[config.mk]
export PLATFORM = sky130hd
export DESIGN_NAME = ltq_qualifier
export DESIGN_NICKNAME = d
export VERILOG_FILES = /design/src/design/ltq_sync.v /design/src/design/ltq_qualifier.v
export VERILOG_INCLUDE_DIRS = /design/src /design/src/design
export SDC_FILE = /design/constraint.sdc
export NUM_CORES = 1
export LEC_CHECK = 0
export BUFFER_PORTS_ARGS = -buffer_cell sky130_fd_sc_hd__buf_4
export CAP_MARGIN = 20
export CORE_ASPECT_RATIO = 0.9
export CORE_MARGIN = 2
export CORE_UTILIZATION = 36
export DETAILED_ROUTE_END_ITERATION = 16
export MAX_ROUTING_LAYER = met4
export PLACE_DENSITY_LB_ADDON = 0.12
export SKIP_CTS_REPAIR_TIMING = 1
export SLEW_MARGIN = 10
export SYNTH_ARGS = -nofsm -noshare
export SYNTH_HDL_FRONTEND = slang
export SYNTH_HIERARCHICAL = 1
export SYNTH_SLANG_ARGS = --single-unit
export TNS_END_PERCENT = 20
[constraint.sdc]
create_clock -name mclk -period 3.5 [get_ports mclk]
set_input_delay 0.7 -clock mclk [delete_from_list [all_inputs] [get_ports mclk]]
set_output_delay 0.7 -clock mclk [all_outputs]
set_load 0.02 [all_outputs]
[src/design/ltq_defs.vh]
`ifndef LTQ_DEFS_VH
`define LTQ_DEFS_VH
`define LTQ_CLK_PERIOD_PS 50000
`define LTQ_MIN_WINDOW_PS 2000
`define LTQ_MIN_WINDOW_CYC (((`LTQ_MIN_WINDOW_PS + `LTQ_CLK_PERIOD_PS - 1) / `LTQ_CLK_PERIOD_PS) < 1 ? 1 : ((`LTQ_MIN_WINDOW_PS + `LTQ_CLK_PERIOD_PS - 1) / `LTQ_CLK_PERIOD_PS))
`define LTQ_CNT_W 16
`define LTQ_CNT_MAX 16'hffff
`define LTQ_ONE_CNT 16'h0001
`define LTQ_ZERO_CNT 16'h0000
`define LTQ_MODE_PATTERN 2'h0
`define LTQ_MODE_TIMED 2'h1
`define LTQ_MODE_STATE 2'h2
`define LTQ_MODE_SETHOLD 2'h3
`define LTQ_FN_AND 2'h0
`define LTQ_FN_NAND 2'h1
`define LTQ_FN_OR 2'h2
`define LTQ_FN_NOR 2'h3
`define LTQ_Q_DONTCARE 2'h0
`define LTQ_Q_HIGH 2'h1
`define LTQ_Q_LOW 2'h2
`define LTQ_DEF_DATA_SEL 2'h0
`define LTQ_DEF_CLK_SEL 2'h1
`define LTQ_CLOCK_CH 3
`endif

[src/design/ltq_sync.v]
`timescale 1ns/1ps
`default_nettype none
module ltq_sync (
    input wire mclk,
    input wire reset_n,
    input wire async_in,
    output reg sync_out
);
    reg stage1_reg;
    always @(posedge mclk or negedge reset_n) begin
        if (!reset_n) begin
            stage1_reg <= 1'b0;
            sync_out <= 1'b0;
        end else begin
            stage1_reg <= async_in;
            sync_out <= stage1_reg;
        end
    end
endmodule // ltq_sync
`default_nettype wire

[src/design/ltq_qualifier.v]
`timescale 1ns/1ps
`default_nettype none
`include "ltq_defs.vh"
// Behaviour
// - Timed pattern mode takes a time limit and a shorter/longer-than selection.
// - Wait for condition true, then time it until it goes false.
// - On going false, compare duration; trigger at that false transition.
// - Longer-than needs duration above limit; shorter-than needs it below.
// - State mode uses the fourth input as clock, condition from other three.
// - State inputs qualified high, low or don't-care; clock edge rising or falling.
// - State mode combines qualified inputs with AND, OR, NAND or NOR.
// - Polarity selects triggering on condition becoming met or becoming not met.
// - Setup/hold uses one data and one clock input; defaults first and second.
// - Setup/hold clock edge is rising or falling by a toggle setting.
// - Clock crossing instant is the edge event and window reference point.
// - Trigger when data transitions inside the setup-before/hold-after window.
// - Positive setup starts window before edge; positive hold ends it after.
// - Setup plus hold kept at 2 ns (rounded up to one 50 ns cycle) or more; hold is raised to make up the rest.
// - Negative setup or hold moves the window wholly before or after edge.
// - AND all, NAND not all, OR any, NOR none; not-met swaps pairs.
// - State mode waits for the selected clock edge, then samples and evaluates.
module ltq_qualifier (
    input wire mclk,
    input wire reset_n,
    input wire first_input,
    input wire second_input,
    input wire third_input,
    input wire fourth_input_clock,
    input wire enable,
    input wire [1:0] trig_mode,
    input wire [1:0] logic_func,
    input wire goes_false,
    input wire [7:0] input_qual,
    input wire [15:0] time_limit,
    input wire longer_than,
    input wire state_falling,
    input wire sh_use_defaults,
    input wire [1:0] sh_data_sel,
    input wire [1:0] sh_clock_sel,
    input wire sh_falling,
    input wire signed [15:0] setup_cycles,
    input wire signed [15:0] hold_cycles,
    output reg trigger,
    output reg [15:0] true_duration,
    output reg [15:0] eff_setup,
    output reg [15:0] eff_hold
);
    wire [3:0] in_sync;
    ltq_sync u_sync0 (.mclk(mclk), .reset_n(reset_n), .async_in(first_input), .sync_out(in_sync[0]));
    ltq_sync u_sync1 (.mclk(mclk), .reset_n(reset_n), .async_in(second_input), .sync_out(in_sync[1]));
    ltq_sync u_sync2 (.mclk(mclk), .reset_n(reset_n), .async_in(third_input), .sync_out(in_sync[2]));
    ltq_sync u_sync3 (.mclk(mclk), .reset_n(reset_n), .async_in(fourth_input_clock), .sync_out(in_sync[3]));

    reg [3:0] in_prev_reg;
    always @(posedge mclk or negedge reset_n) begin
        if (!reset_n) begin
            in_prev_reg <= 4'h0;
        end else begin
            in_prev_reg <= in_sync;
        end
    end

    // Per-input precondition; don't-care inputs are excluded from the combine
    reg [3:0] pre_ok;
    reg [3:0] pre_used;
    integer i;
    always @* begin
        pre_ok = 4'h0;
        pre_used = 4'h0;
        for (i = 0; i < 4; i = i + 1) begin
            case (input_qual[2*i +: 2])
                `LTQ_Q_HIGH: begin
                    pre_ok[i] = in_sync[i];
                    pre_used[i] = 1'b1;
                end
                `LTQ_Q_LOW: begin
                    pre_ok[i] = ~in_sync[i];
                    pre_used[i] = 1'b1;
                end
                default: begin
                    pre_ok[i] = 1'b0;
                    pre_used[i] = 1'b0;
                end
            endcase
        end
        if (trig_mode == `LTQ_MODE_STATE) begin
            pre_used[`LTQ_CLOCK_CH] = 1'b0;
            pre_ok[`LTQ_CLOCK_CH] = 1'b0;
        end
    end

    wire all_ok = ((pre_ok | ~pre_used) == 4'hf);
    wire any_ok = |(pre_ok & pre_used);
    // Goes FALSE swaps AND with NAND and OR with NOR
    wire [1:0] eff_func = goes_false ? (logic_func ^ 2'h1) : logic_func;
    reg cond;
    always @* begin
        case (eff_func)
            `LTQ_FN_AND: cond = all_ok;
            `LTQ_FN_NAND: cond = ~all_ok;
            `LTQ_FN_OR: cond = any_ok;
            `LTQ_FN_NOR: cond = ~any_ok;
            default: cond = 1'b0;
        endcase
    end

    reg cond_prev_reg;
    reg [15:0] dur_reg;
    reg [15:0] dur_next;
    always @* begin
        dur_next = dur_reg;
        if (cond && !cond_prev_reg) begin
            dur_next = `LTQ_ONE_CNT;
        end else if (cond) begin
            if (dur_reg != `LTQ_CNT_MAX) begin
                dur_next = dur_reg + `LTQ_ONE_CNT;
            end
        end
    end

    wire fell = cond_prev_reg && !cond;
    wire timed_hit = longer_than ? (dur_reg > time_limit) : (dur_reg < time_limit);

    // State mode edge on the fourth input
    wire clk4_rise = in_sync[`LTQ_CLOCK_CH] && !in_prev_reg[`LTQ_CLOCK_CH];
    wire clk4_fall = !in_sync[`LTQ_CLOCK_CH] && in_prev_reg[`LTQ_CLOCK_CH];
    wire state_edge = state_falling ? clk4_fall : clk4_rise;

    // Setup/hold source selection
    wire [1:0] dsel = sh_use_defaults ? `LTQ_DEF_DATA_SEL : sh_data_sel;
    wire [1:0] csel = sh_use_defaults ? `LTQ_DEF_CLK_SEL : sh_clock_sel;
    wire d_now = in_sync[dsel];
    wire d_prev = in_prev_reg[dsel];
    wire c_now = in_sync[csel];
    wire c_prev = in_prev_reg[csel];
    wire d_change = d_now ^ d_prev;
    wire sh_edge = sh_falling ? (c_prev && !c_now) : (!c_prev && c_now);

    // Enforce setup + hold >= minimum by raising hold to minimum minus setup
    localparam integer MIN_WIN_I = `LTQ_MIN_WINDOW_CYC;
    localparam signed [17:0] MIN_WIN = MIN_WIN_I[17:0];
    reg signed [17:0] s_eff;
    reg signed [17:0] h_eff;
    always @* begin
        s_eff = {{2{setup_cycles[15]}}, setup_cycles};
        h_eff = {{2{hold_cycles[15]}}, hold_cycles};
        if (s_eff + h_eff < MIN_WIN) begin
            h_eff = MIN_WIN - s_eff;
        end
    end

    // Time since last data change and since last clock edge, saturating
    reg [15:0] since_d_reg;
    reg [15:0] since_c_reg;
    reg c_seen_reg;
    wire signed [17:0] since_d_s = {2'b00, since_d_reg};
    wire signed [17:0] since_c_s = {2'b00, since_c_reg};
    // Setup side: data changed within window [edge - setup, edge + min(hold,0)]
    wire setup_viol = sh_edge && (s_eff >= 18'sd0) && (since_d_s < s_eff) &&
                      (h_eff >= 18'sd0 ? 1'b1 : (since_d_s >= -h_eff));
    // Hold side: data changes after the edge within window [max(-setup,0), hold]
    wire hold_viol = d_change && c_seen_reg && (h_eff >= 18'sd0) &&
                     (since_c_s <= h_eff) &&
                     (s_eff >= 18'sd0 ? 1'b1 : (since_c_s >= -s_eff));

    always @(posedge mclk or negedge reset_n) begin
        if (!reset_n) begin
            since_d_reg <= `LTQ_CNT_MAX;
            since_c_reg <= `LTQ_CNT_MAX;
            c_seen_reg <= 1'b0;
        end else begin
            if (d_change) begin
                since_d_reg <= `LTQ_ZERO_CNT;
            end else if (since_d_reg != `LTQ_CNT_MAX) begin
                since_d_reg <= since_d_reg + `LTQ_ONE_CNT;
            end
            if (sh_edge) begin
                since_c_reg <= `LTQ_ONE_CNT;
                c_seen_reg <= 1'b1;
            end else if (since_c_reg != `LTQ_CNT_MAX) begin
                since_c_reg <= since_c_reg + `LTQ_ONE_CNT;
            end
        end
    end

    reg trig_next;
    always @* begin
        trig_next = 1'b0;
        if (enable) begin
            case (trig_mode)
                `LTQ_MODE_PATTERN: trig_next = cond && !cond_prev_reg;
                `LTQ_MODE_TIMED: trig_next = fell && timed_hit;
                `LTQ_MODE_STATE: trig_next = state_edge && cond;
                `LTQ_MODE_SETHOLD: trig_next = setup_viol || hold_viol;
                default: trig_next = 1'b0;
            endcase
        end
    end

    always @(posedge mclk or negedge reset_n) begin
        if (!reset_n) begin
            cond_prev_reg <= 1'b0;
            dur_reg <= `LTQ_ZERO_CNT;
            trigger <= 1'b0;
            true_duration <= `LTQ_ZERO_CNT;
            eff_setup <= `LTQ_ZERO_CNT;
            eff_hold <= `LTQ_ZERO_CNT;
        end else begin
            cond_prev_reg <= cond;
            dur_reg <= dur_next;
            trigger <= trig_next;
            if (fell) begin
                true_duration <= dur_reg;
            end
            eff_setup <= s_eff[15:0];
            eff_hold <= h_eff[15:0];
        end
    end
endmodule // ltq_qualifier
`default_nettype wire

; ---- Word level (Yosys, flattened, before mapping)
; Cells that the tools add are included.
[classes]
n_addsub = 7
n_bitwise = 11
mux = 37
reduce_logical = 34
magnitude_cmp = 11
n_eq_ne = 18
[op_table]
columns = operator, n
row1 = $mux W16, 7
row2 = $add A16 B1 Y16 const B, 3
row3 = $ne A16 B16 Y1 const B, 3
row4 = $ge A17 B18 Y1, 2
row5 = $ge A18 B1 Y1 const B, 1
row6 = $le A17 B18 Y1, 1
row7 = $mux W18, 1
row8 = $neg A16 Y18, 1
row9 = $neg A18 Y18, 1
row10 = $add A16 B16 Y17, 1
row11 = $lt A17 B16 Y1, 1
row12 = $lt A17 B2 Y1 const B, 1
row13 = $mux W1, 17
row14 = $sub A2 B16 Y17 const A, 1
row15 = $eq A2 B2 Y1 const B, 8
row16 = $ge A16 B1 Y1 const B, 1
row17 = $gt A16 B16 Y1, 1
row18 = $lt A16 B16 Y1, 1
row19 = $logic_and A1 B1 Y1, 15
row20 = $eq A2 B1 Y1 const B, 6
row21 = $bmux W1 S2, 4
row22 = $pmux W1 S2, 4
row23 = $pmux W1 S4, 2
row24 = $reduce_bool A2 Y1, 4
row25 = other kinds (14), 31
[totals]
elab_cells = 136
inputBits = 76
reg_bits = 111
out_inout_bits = 49

; ---- Logic depth before layout (Yosys ltp)
; Gate-level depths: netlist (run 1).
[depth]
word_depth = 14
ltp_mapped = 28
ltp_nobuf = 27

; ---- Cells and area by module
; Netlist (run 1), hierarchy kept.
[by_module_without_submodules]
columns = mod, seq_area_each_um2, n_inst, cells_each, area_per_inst_um2
row1 = ltq_qualifier, 2617.5, 1, 1002, 8811.0
row2 = ltq_sync, 50.0, 4, 2, 50.0

; ---- Least setup slack after synthesis (run 1)
; Ideal clock, no wire load.
[synth_timing]
kind = input port to flip-flop
startpoint = input setup_cycles[0]
endpoint = register trigger
required_time_ps = 3376
slack_ps = -2509
path_buffers = 1
setup_ps = 124
stages = 27
arrival_ps = 5885
cell_sequence = ha_1 inv_1 fa_1 nor2b_4 o21a_1 or3_4 a2111oi_4 nand4_1 nor4_4 a21oi_2 nor2_4 buf_2 nor2_1 a21oi_1 ha_1 and3_1 nand3_1 a221o_1 xnor2_1 ha_1 a21o_1 a21o_1 a221o_1 a211o_1 a21oi_1 nor2b_1 a211o_1
[synth_via]
elab_chain_cells = 10
elab_cells_between_ends = 23
cone_classes = add/sub (4) / order compare (7) / mux (5) / reduce/logical (7)
[synth_rtl]
columns = element, line
row1 = "start, declared", ltq_qualifier.v:41  ; input wire signed [15:0] setup_cycles,
row2 = $add A16 B16 Y17, ltq_qualifier.v:147  ; if (s_eff + h_eff < MIN_WIN) begin
row3 = $lt A17 B2 Y1, ltq_qualifier.v:147
row4 = $mux W18, ltq_qualifier.v:147
row5 = $neg A18 Y18 / $ge A18 B1 Y1 (equally long branches), "ltq_qualifier.v:160, ltq_qualifier.v:162"
row6 = $ge A17 B18 Y1 / $logic_and A1 B1 Y1 (equally long branches), "ltq_qualifier.v:160, ltq_qualifier.v:162"
row7 = $mux W1 / $logic_and A1 B1 Y1 (equally long branches), "ltq_qualifier.v:160, ltq_qualifier.v:162"
row8 = "$logic_and A1 B1 Y1, on equally long branches", "ltq_qualifier.v:159, ltq_qualifier.v:163"
row9 = $logic_or A1 B1 Y1 (*), ltq_qualifier.v:194  ; `LTQ_MODE_SETHOLD: trig_next = setup_viol || hold_viol;
row10 = $pmux W1 S4 (*), ltq_qualifier.v:190  ; case (trig_mode)
row11 = $mux W1 (*), ltq_qualifier.v:189  ; if (enable) begin
row12 = net trig_next, ltq_qualifier.v:186  ; reg trig_next;
row13 = "end signal, assigned", ltq_qualifier.v:211  ; trigger <= trig_next;
row14 = "end, declared", ltq_qualifier.v:43  ; output reg trigger,
; Mark *: on every way through the listed nets, which the timed path passes. The rest lies on a longest branch.
; A chain may end at the register's enable or synchronous reset.

; ---- Worst setup path in the final report (run 1)
; Ends and elaborated chain as after synthesis.

==> results by group, run 1 <==
Run status
  – Outcome: finished with violations
  – Failing checks: setup timing

Clock network
  – Clock Path Buffers: 2
  – CTS tree: built
  – # clock sinks: 111
  – Deepest level of the CTS H-tree: 3
  – CTS Root Cell: clkbuf_16
  – CTS buffer count: 9
  – Clk_lat worst skew: 0.37 ns
  – Reg clk slew, reported paths: 0.09 ns

Die
  – Boundary Pins: 125
  – Floorplan die width: 171 um
  – Die height: 154 um
  – Initial Utilization: 0.369
  – Die area: 26,300 um2
  – Row count: 54
  – Core Area: 24,400 um2

Synth
  – Synthesis-stage register bit count: 111
  – FFs w/ async S/R, synth: 1.00
  – Syn_nets: 1,196
  – Post-synth EDFFs: 0
  – Seq/Total Area, Yosys: 0.313
  – Cell area after synthesis: 9010 um2
  – Primary FF master, synth: dfrtp_1
  – Avg Inst Size Synth: 8.92 um2
  – Synth cell types: 75
  – Ys Warns: 6
  – Post-Synthesis Cells: 1,010

Finish
  – Layout cell share with drive strength beyond 1: 0.348
  – Fillers: 2,297
  – Nets: 1,515
  – Area of the multi-input gates: 6050 um2
  – Register area: 2820 um2
  – Most common cell after layout, fill and taps aside: buf_4
  – Commonest non-fill, non-tap cells in the layout: buf_4, ha_1, nor2_1, dfrtp_1, inv_1
  – Area Growth Syn to Fin: 39.2%

Route
  – Via-per-instance ratio: 5.12
  – Drt wl/cell: 17.7 um
  – Total number of vias: 8,557
  – Initial DRT Pass Iterations: 5
  – Total wire length: 29.6 mm
  – Post-route ant nets: 0
  – Initial DRC Count: 506
  – Residual DRC: 0

Global routing
  – Vias in the first global route: 8,375
  – Initial antenna violation count: 1
  – GRT Total Usage: 0.236
  – First-pass GRT wire length: 46.6 mm
  – Largest net degree at the start of global routing: 57
  – GR Overflow Total: 0

Timing
  – Setup WS post-layout: -1.94 ns
  – Tmin final: 5.44 ns
  – Slew @ Worst Pin: 0.791 ns
  – Setup_tns: -3.55 ns
  – RSZ-0062 raised after global routing: true
  – Final setup viols: 8
  – Fin. Hold Viols: 0
  – Fmax: 184 MHz
  – Layout Skew: 0.0127 ns
  – Final slew viol count: 0
  – Crit share post-route: 1.55
  – Relative max-transition margin: 0.473
  – Hold slack: 0.354 ns

Critical path
  – Slowest CP cell: or3_4
  – Critical path type: input pin to flop
  – Critical path's largest stage delay: 0.38 ns
  – Most frequent CP cell: buf_6
  – Buf/Inv on CP: 9
  – CP Max Fanout: 4
  – Crit end category: flop
  – WP data arrival: 5.71 ns
  – Required @ worst endpoint: 3.77 ns
  – CP startpoint kind: input pin
  – CP top delay family: compound AO/OA/AOI/OAI gates

Power and ir drop
  – Peak supply drop: 0.225 mV
  – Switching Fraction: 0.362
  – PD cells: 346 nW/um2
  – Static Leak: 6.05 nW
  – Clock power frac: 0.255
  – Gate power share: 0.394
  – Reg power frac: 0.351
  – Internal power: 2.77 mW
  – Switching power: 1.57 mW

Flow run
  – Number of max-cap violations: 0

Place
  – Post-DP HPWL: 23.7 mm
  – Pre-CTS setup slack: -2.34 ns
  – Routability cong.: 0.925
  – Port bufs: 124

Min path
  – Hold WC Path Type: flop to flop
[metal layers]
layer	routed length, um	global-route usage
met4	527	0.0598
met3	1470	0.0363
met2	12800	0.343
met5	0	-
met1	14800	0.342
[synth_stat cells (4+ instances only)]
| cell | count | area share |
|---|---|---|
| ha_1 | 109 | 0.15 |
| nor2_1 | 100 | 0.042 |
| dfrtp_1 | 79 | 0.22 |
| inv_1 | 74 | 0.031 |
| xnor2_1 | 61 | 0.059 |
| a21oi_1 | 54 | 0.030 |
| nand2_1 | 53 | 0.022 |
| nand3_1 | 40 | 0.022 |
| nor3_1 | 37 | 0.021 |
| o21ai_0 | 37 | 0.021 |
| dfstp_2 | 32 | 0.093 |
| a21o_1 | 31 | 0.026 |
| xor2_1 | 28 | 0.027 |
| and3_1 | 21 | 0.015 |
| mux2_2 | 21 | 0.026 |
| nand4_1 | 21 | 0.015 |
| clkbuf_1 | 19 | 0.0079 |
| mux2i_1 | 19 | 0.021 |
| o21a_1 | 14 | 0.012 |
| nor2b_1 | 13 | 0.0090 |
| o211ai_1 | 9 | 0.0075 |
| or3_1 | 9 | 0.0062 |
| a211oi_1 | 8 | 0.0067 |
| nor4_1 | 8 | 0.0056 |
| a31oi_1 | 7 | 0.0049 |
| nand2b_1 | 7 | 0.0049 |
| o22ai_1 | 6 | 0.0042 |
| or2_2 | 6 | 0.0042 |
| a21boi_0 | 5 | 0.0042 |
| and2_1 | 4 | 0.0028 |
| nor3b_1 | 4 | 0.0033 |
| o32ai_1 | 4 | 0.0039 |
| or4_1 | 4 | 0.0033 |
[worst register-to-register path, cell delays in order (launching register included)]
cell and delay [ns]:
dfrtp_1 0.53, mux2_2 0.38, o32ai_1 0.28, or3_1 0.15, nand2_1 0.07, xnor2_1 0.14
buf_4 0.16, or2_2 0.32, nor2_1 0.24, nand4_1 0.16, xor2_1 0.16, nor2_1 0.05
[final timing paths]
kind	startpoint	endpoint	slack, ns	depth (start not counted)
worst max-delay path	setup_cycles[0]	trigger	-1.94	28
worst min-delay path	u_sync1/stage1_reg	u_sync1/sync_out	0.35	0
worst max register to register	u_sync3/sync_out	dur_reg[14]	0.76	11
worst min register to register	u_sync1/stage1_reg	u_sync1/sync_out	0.35	0
max in group asynchronous	reset_n	since_c_reg[13]	2.27	2
min in group asynchronous	reset_n	true_duration[5]	0.38	1
[power groups by stage]
stage	sequential, mW	clock, mW	combinational, mW
after floorplan	1.58	0	0.773
after global placement	1.54	0	1.56
after detailed placement	1.55	0	1.57
after CTS	1.52	1.14	1.58
after global routing	1.54	1.18	1.87
final	1.52	1.11	1.71
[stage by stage]
| step | instance area (um2) | std cells | utilization | total power, mW |
|---|---|---|---|---|
| 2_1_floorplan | 9080 | 1010 | - | 2.35 |
| 3_3_place_gp | 11800 | 1641 | 0.485 | 3.11 |
| 3_5_place_dp | 11800 | 1641 | 0.485 | 3.12 |
| 4_1_cts | 12200 | 1657 | 0.498 | 4.25 |
| 5_1_grt | 12500 | 1671 | 0.514 | 4.59 |
| 6_report | 12500 | 1671 | 0.514 | 4.34 |
[logic make-up after synthesis]
logic type                 count (synthesis)  share of synthesized area
adders and majority gates                110                      0.154
muxes                                     40                     0.0473
xor gates and xnor gates                  89                     0.0865
buffers and inverters                    102                     0.0442
DFF                                      111                      0.313
AOI/OAI and AO/OA                        212                      0.161
and+or+nand+nor                          346                      0.195
[area by class of cell]
class,instances,share of cell area
repair buffers,335,0.212
well taps,336,0.0335
inverters,75,0.0224
clock buffers,9,0.0180
clock inverters,7,0.00698
flip-flops and latches,111,0.225
multi-input cells,797,0.482
diodes,1,0.000199
No activity file was read; power rests on OpenSTA's default activity.
==> inputs of run 2 (changes only) <==
clock period = 6.8 ns   (was 3.5 ns; I/O delays follow)
==> results by group, run 2 (same netlist as run 1, synthesis figures left out) <==
Timing
  – Final setup viols: 0
  – Relative max-transition margin: 0.338
  – RSZ-0062 raised after global routing: false
  – Fin. Hold Viols: 0
  – Setup WS post-layout: 0.369 ns
  – Tmin final: 6.43 ns
  – Final slew viol count: 0
  – Fmax: 155 MHz
  – Layout Skew: 0.0162 ns
  – Crit share post-route: 0.946
  – Hold slack: 0.356 ns
  – Slew @ Worst Pin: 0.994 ns

Min path
  – Worst Hold Endpoint: u_sync2/sync_out
  – Worst Hold Launch: u_sync2/stage1_reg
  – Hold WC Path Type: flop to flop
  – Hold Path Depth: 0

Critical path
  – Reg2reg path depth: 10
  – Critical path's largest stage delay: 0.37 ns
  – RR Startpoint: u_sync3/sync_out
  – Crit. Startpoint: setup_cycles[0]
  – Reg2Reg Setup Slack: 3.17 ns
  – Slowest CP cell: fa_2
  – CP Max Fanout: 18
  – WP data arrival: 6.68 ns
  – Most frequent CP cell: a21oi_1
  – Critical path type: input pin to flop
  – Worst r2r dst: trigger
  – CP top delay family: compound AO/OA/AOI/OAI gates
  – Required @ worst endpoint: 7.05 ns
  – CP startpoint kind: input pin
  – Crit end category: flop
  – Buf/Inv on CP: 4

Die
  – Die height: 154 um
  – Boundary Pins: 125
  – Row count: 54
  – Die area: 26,300 um2
  – Initial Utilization: 0.369
  – Core Area: 24,400 um2
  – Floorplan die width: 171 um

Global routing
  – Vias in the first global route: 7,570
  – GR Overflow Total: 0
  – GRT Total Usage: 0.210
  – Initial antenna violation count: 0
  – First-pass GRT wire length: 42.0 mm
  – Largest net degree at the start of global routing: 75

Finish
  – Fin cells: 1,522
  – Area Growth Syn to Fin: 23.0%
  – Layout cell share with drive strength beyond 1: 0.244
  – Nets: 1,367
  – Commonest non-fill, non-tap cells in the layout: buf_4, ha_1, nor2_1, dfrtp_1, inv_1
  – Antenna cells: 0
  – Post-route cell area: 11,100 um2
  – Most common cell after layout, fill and taps aside: buf_4

Power and ir drop
  – Peak supply drop: 0.139 mV
  – Static Leak: 5.29 nW
  – Final Total Pwr: 2.06 mW
  – PD cells: 186 nW/um2

Run status
  – Outcome: completed

Flow run
  – Number of max-cap violations: 0

Place
  – Dpl cell area: 10,700 um2
  – Pre-CTS setup slack: -0.0676 ns
  – Post-DP HPWL: 21.5 mm
  – Routability cong.: 0.950
  – Placed Cells: 1,504
  – Port bufs: 124

Clock network
  – Clock Path Buffers: 2
  – # clock sinks: 111
  – Clk_lat worst skew: 0.37 ns
  – Deepest level of the CTS H-tree: 3
  – CTS buffer count: 9
  – CTS tree: built
  – CTS Root Cell: clkbuf_16
  – Reg clk slew, reported paths: 0.08 ns

Route
  – Residual DRC: 0
  – Via-per-instance ratio: 5.20
  – Initial DRT Pass Iterations: 5
  – Initial DRC Count: 476
  – Total number of vias: 7,916
  – Post-route ant nets: 0
  – Total wire length: 26.6 mm
  – Drt wl/cell: 17.5 um
## run 2: cell count changes in the layout (fill, tap and decap cells not counted), sizes merged
cell and change:
inv +2, clkbuf +1, diode -1, clkinvlp -1, clkinv -1, buf -149
## run 2: worst register-to-register path, delay by kind of cell, from the launching register on
kind	cells	cell delay, ns
AO/OA/AOI/OAI	5	1.24
flip-flops	1	0.52
AND/OR/NAND/NOR	3	0.87
XOR/XNOR	1	0.56
multiplexers	1	0.38
## run 2: through the flow
| step | utilization | setup TNS, ns |
|---|---|---|
| 2_1_floorplan | - | 0 |
| 5_1_grt | 0.454 | 0 |
| 6_report | 0.454 | 0 |
| 3_5_place_dp | 0.439 | -0.0676 |
| 4_1_cts | 0.452 | 0 |
| 3_3_place_gp | 0.439 | 0 |
## run 2: where the power goes
| part | total, mW | internal, mW | switching [mW] |
|---|---|---|---|
| Combinational | 0.712 | 0.309 | 0.403 |
| Sequential | 0.777 | 0.726 | 0.0504 |
| Clock | 0.573 | 0.269 | 0.304 |
## run 2: worst max-delay path by stage
stage / cells past startpoint / slack, ns / endpoint
2_1_floorplan: 27 / 0.13 / trigger
3_3_place_gp: 28 / 0.03 / trigger
3_5_place_dp: 27 / -0.07 / trigger
4_1_cts: 26 / 0.30 / trigger
5_1_grt: 29 / 0.01 / trigger
6_report: 27 / 0.37 / trigger
## run 2: final cells by class
class | instances | area [um2]
repair buffers | 187 | 1410
flip-flops and latches | 111 | 2820
inverters | 75 | 282
fillers | 2416 | 13300
clock inverters | 7 | 88.8
clock buffers | 9 | 225
well taps | 336 | 420
multi-input cells | 797 | 5840
## run 2: metal layers
layer | part of all wire | global-route usage | vias to the layer above | wire length (um)
met1 | 0.52 | 0.311 | 3715 | 13800
met4 | 0.0073 | 0.0346 | 0 | 195
met3 | 0.051 | 0.0299 | 17 | 1350
met5 | 0 | - | - | 0
met2 | 0.42 | 0.307 | 222 | 11200
li1 | - | - | 3962 | -
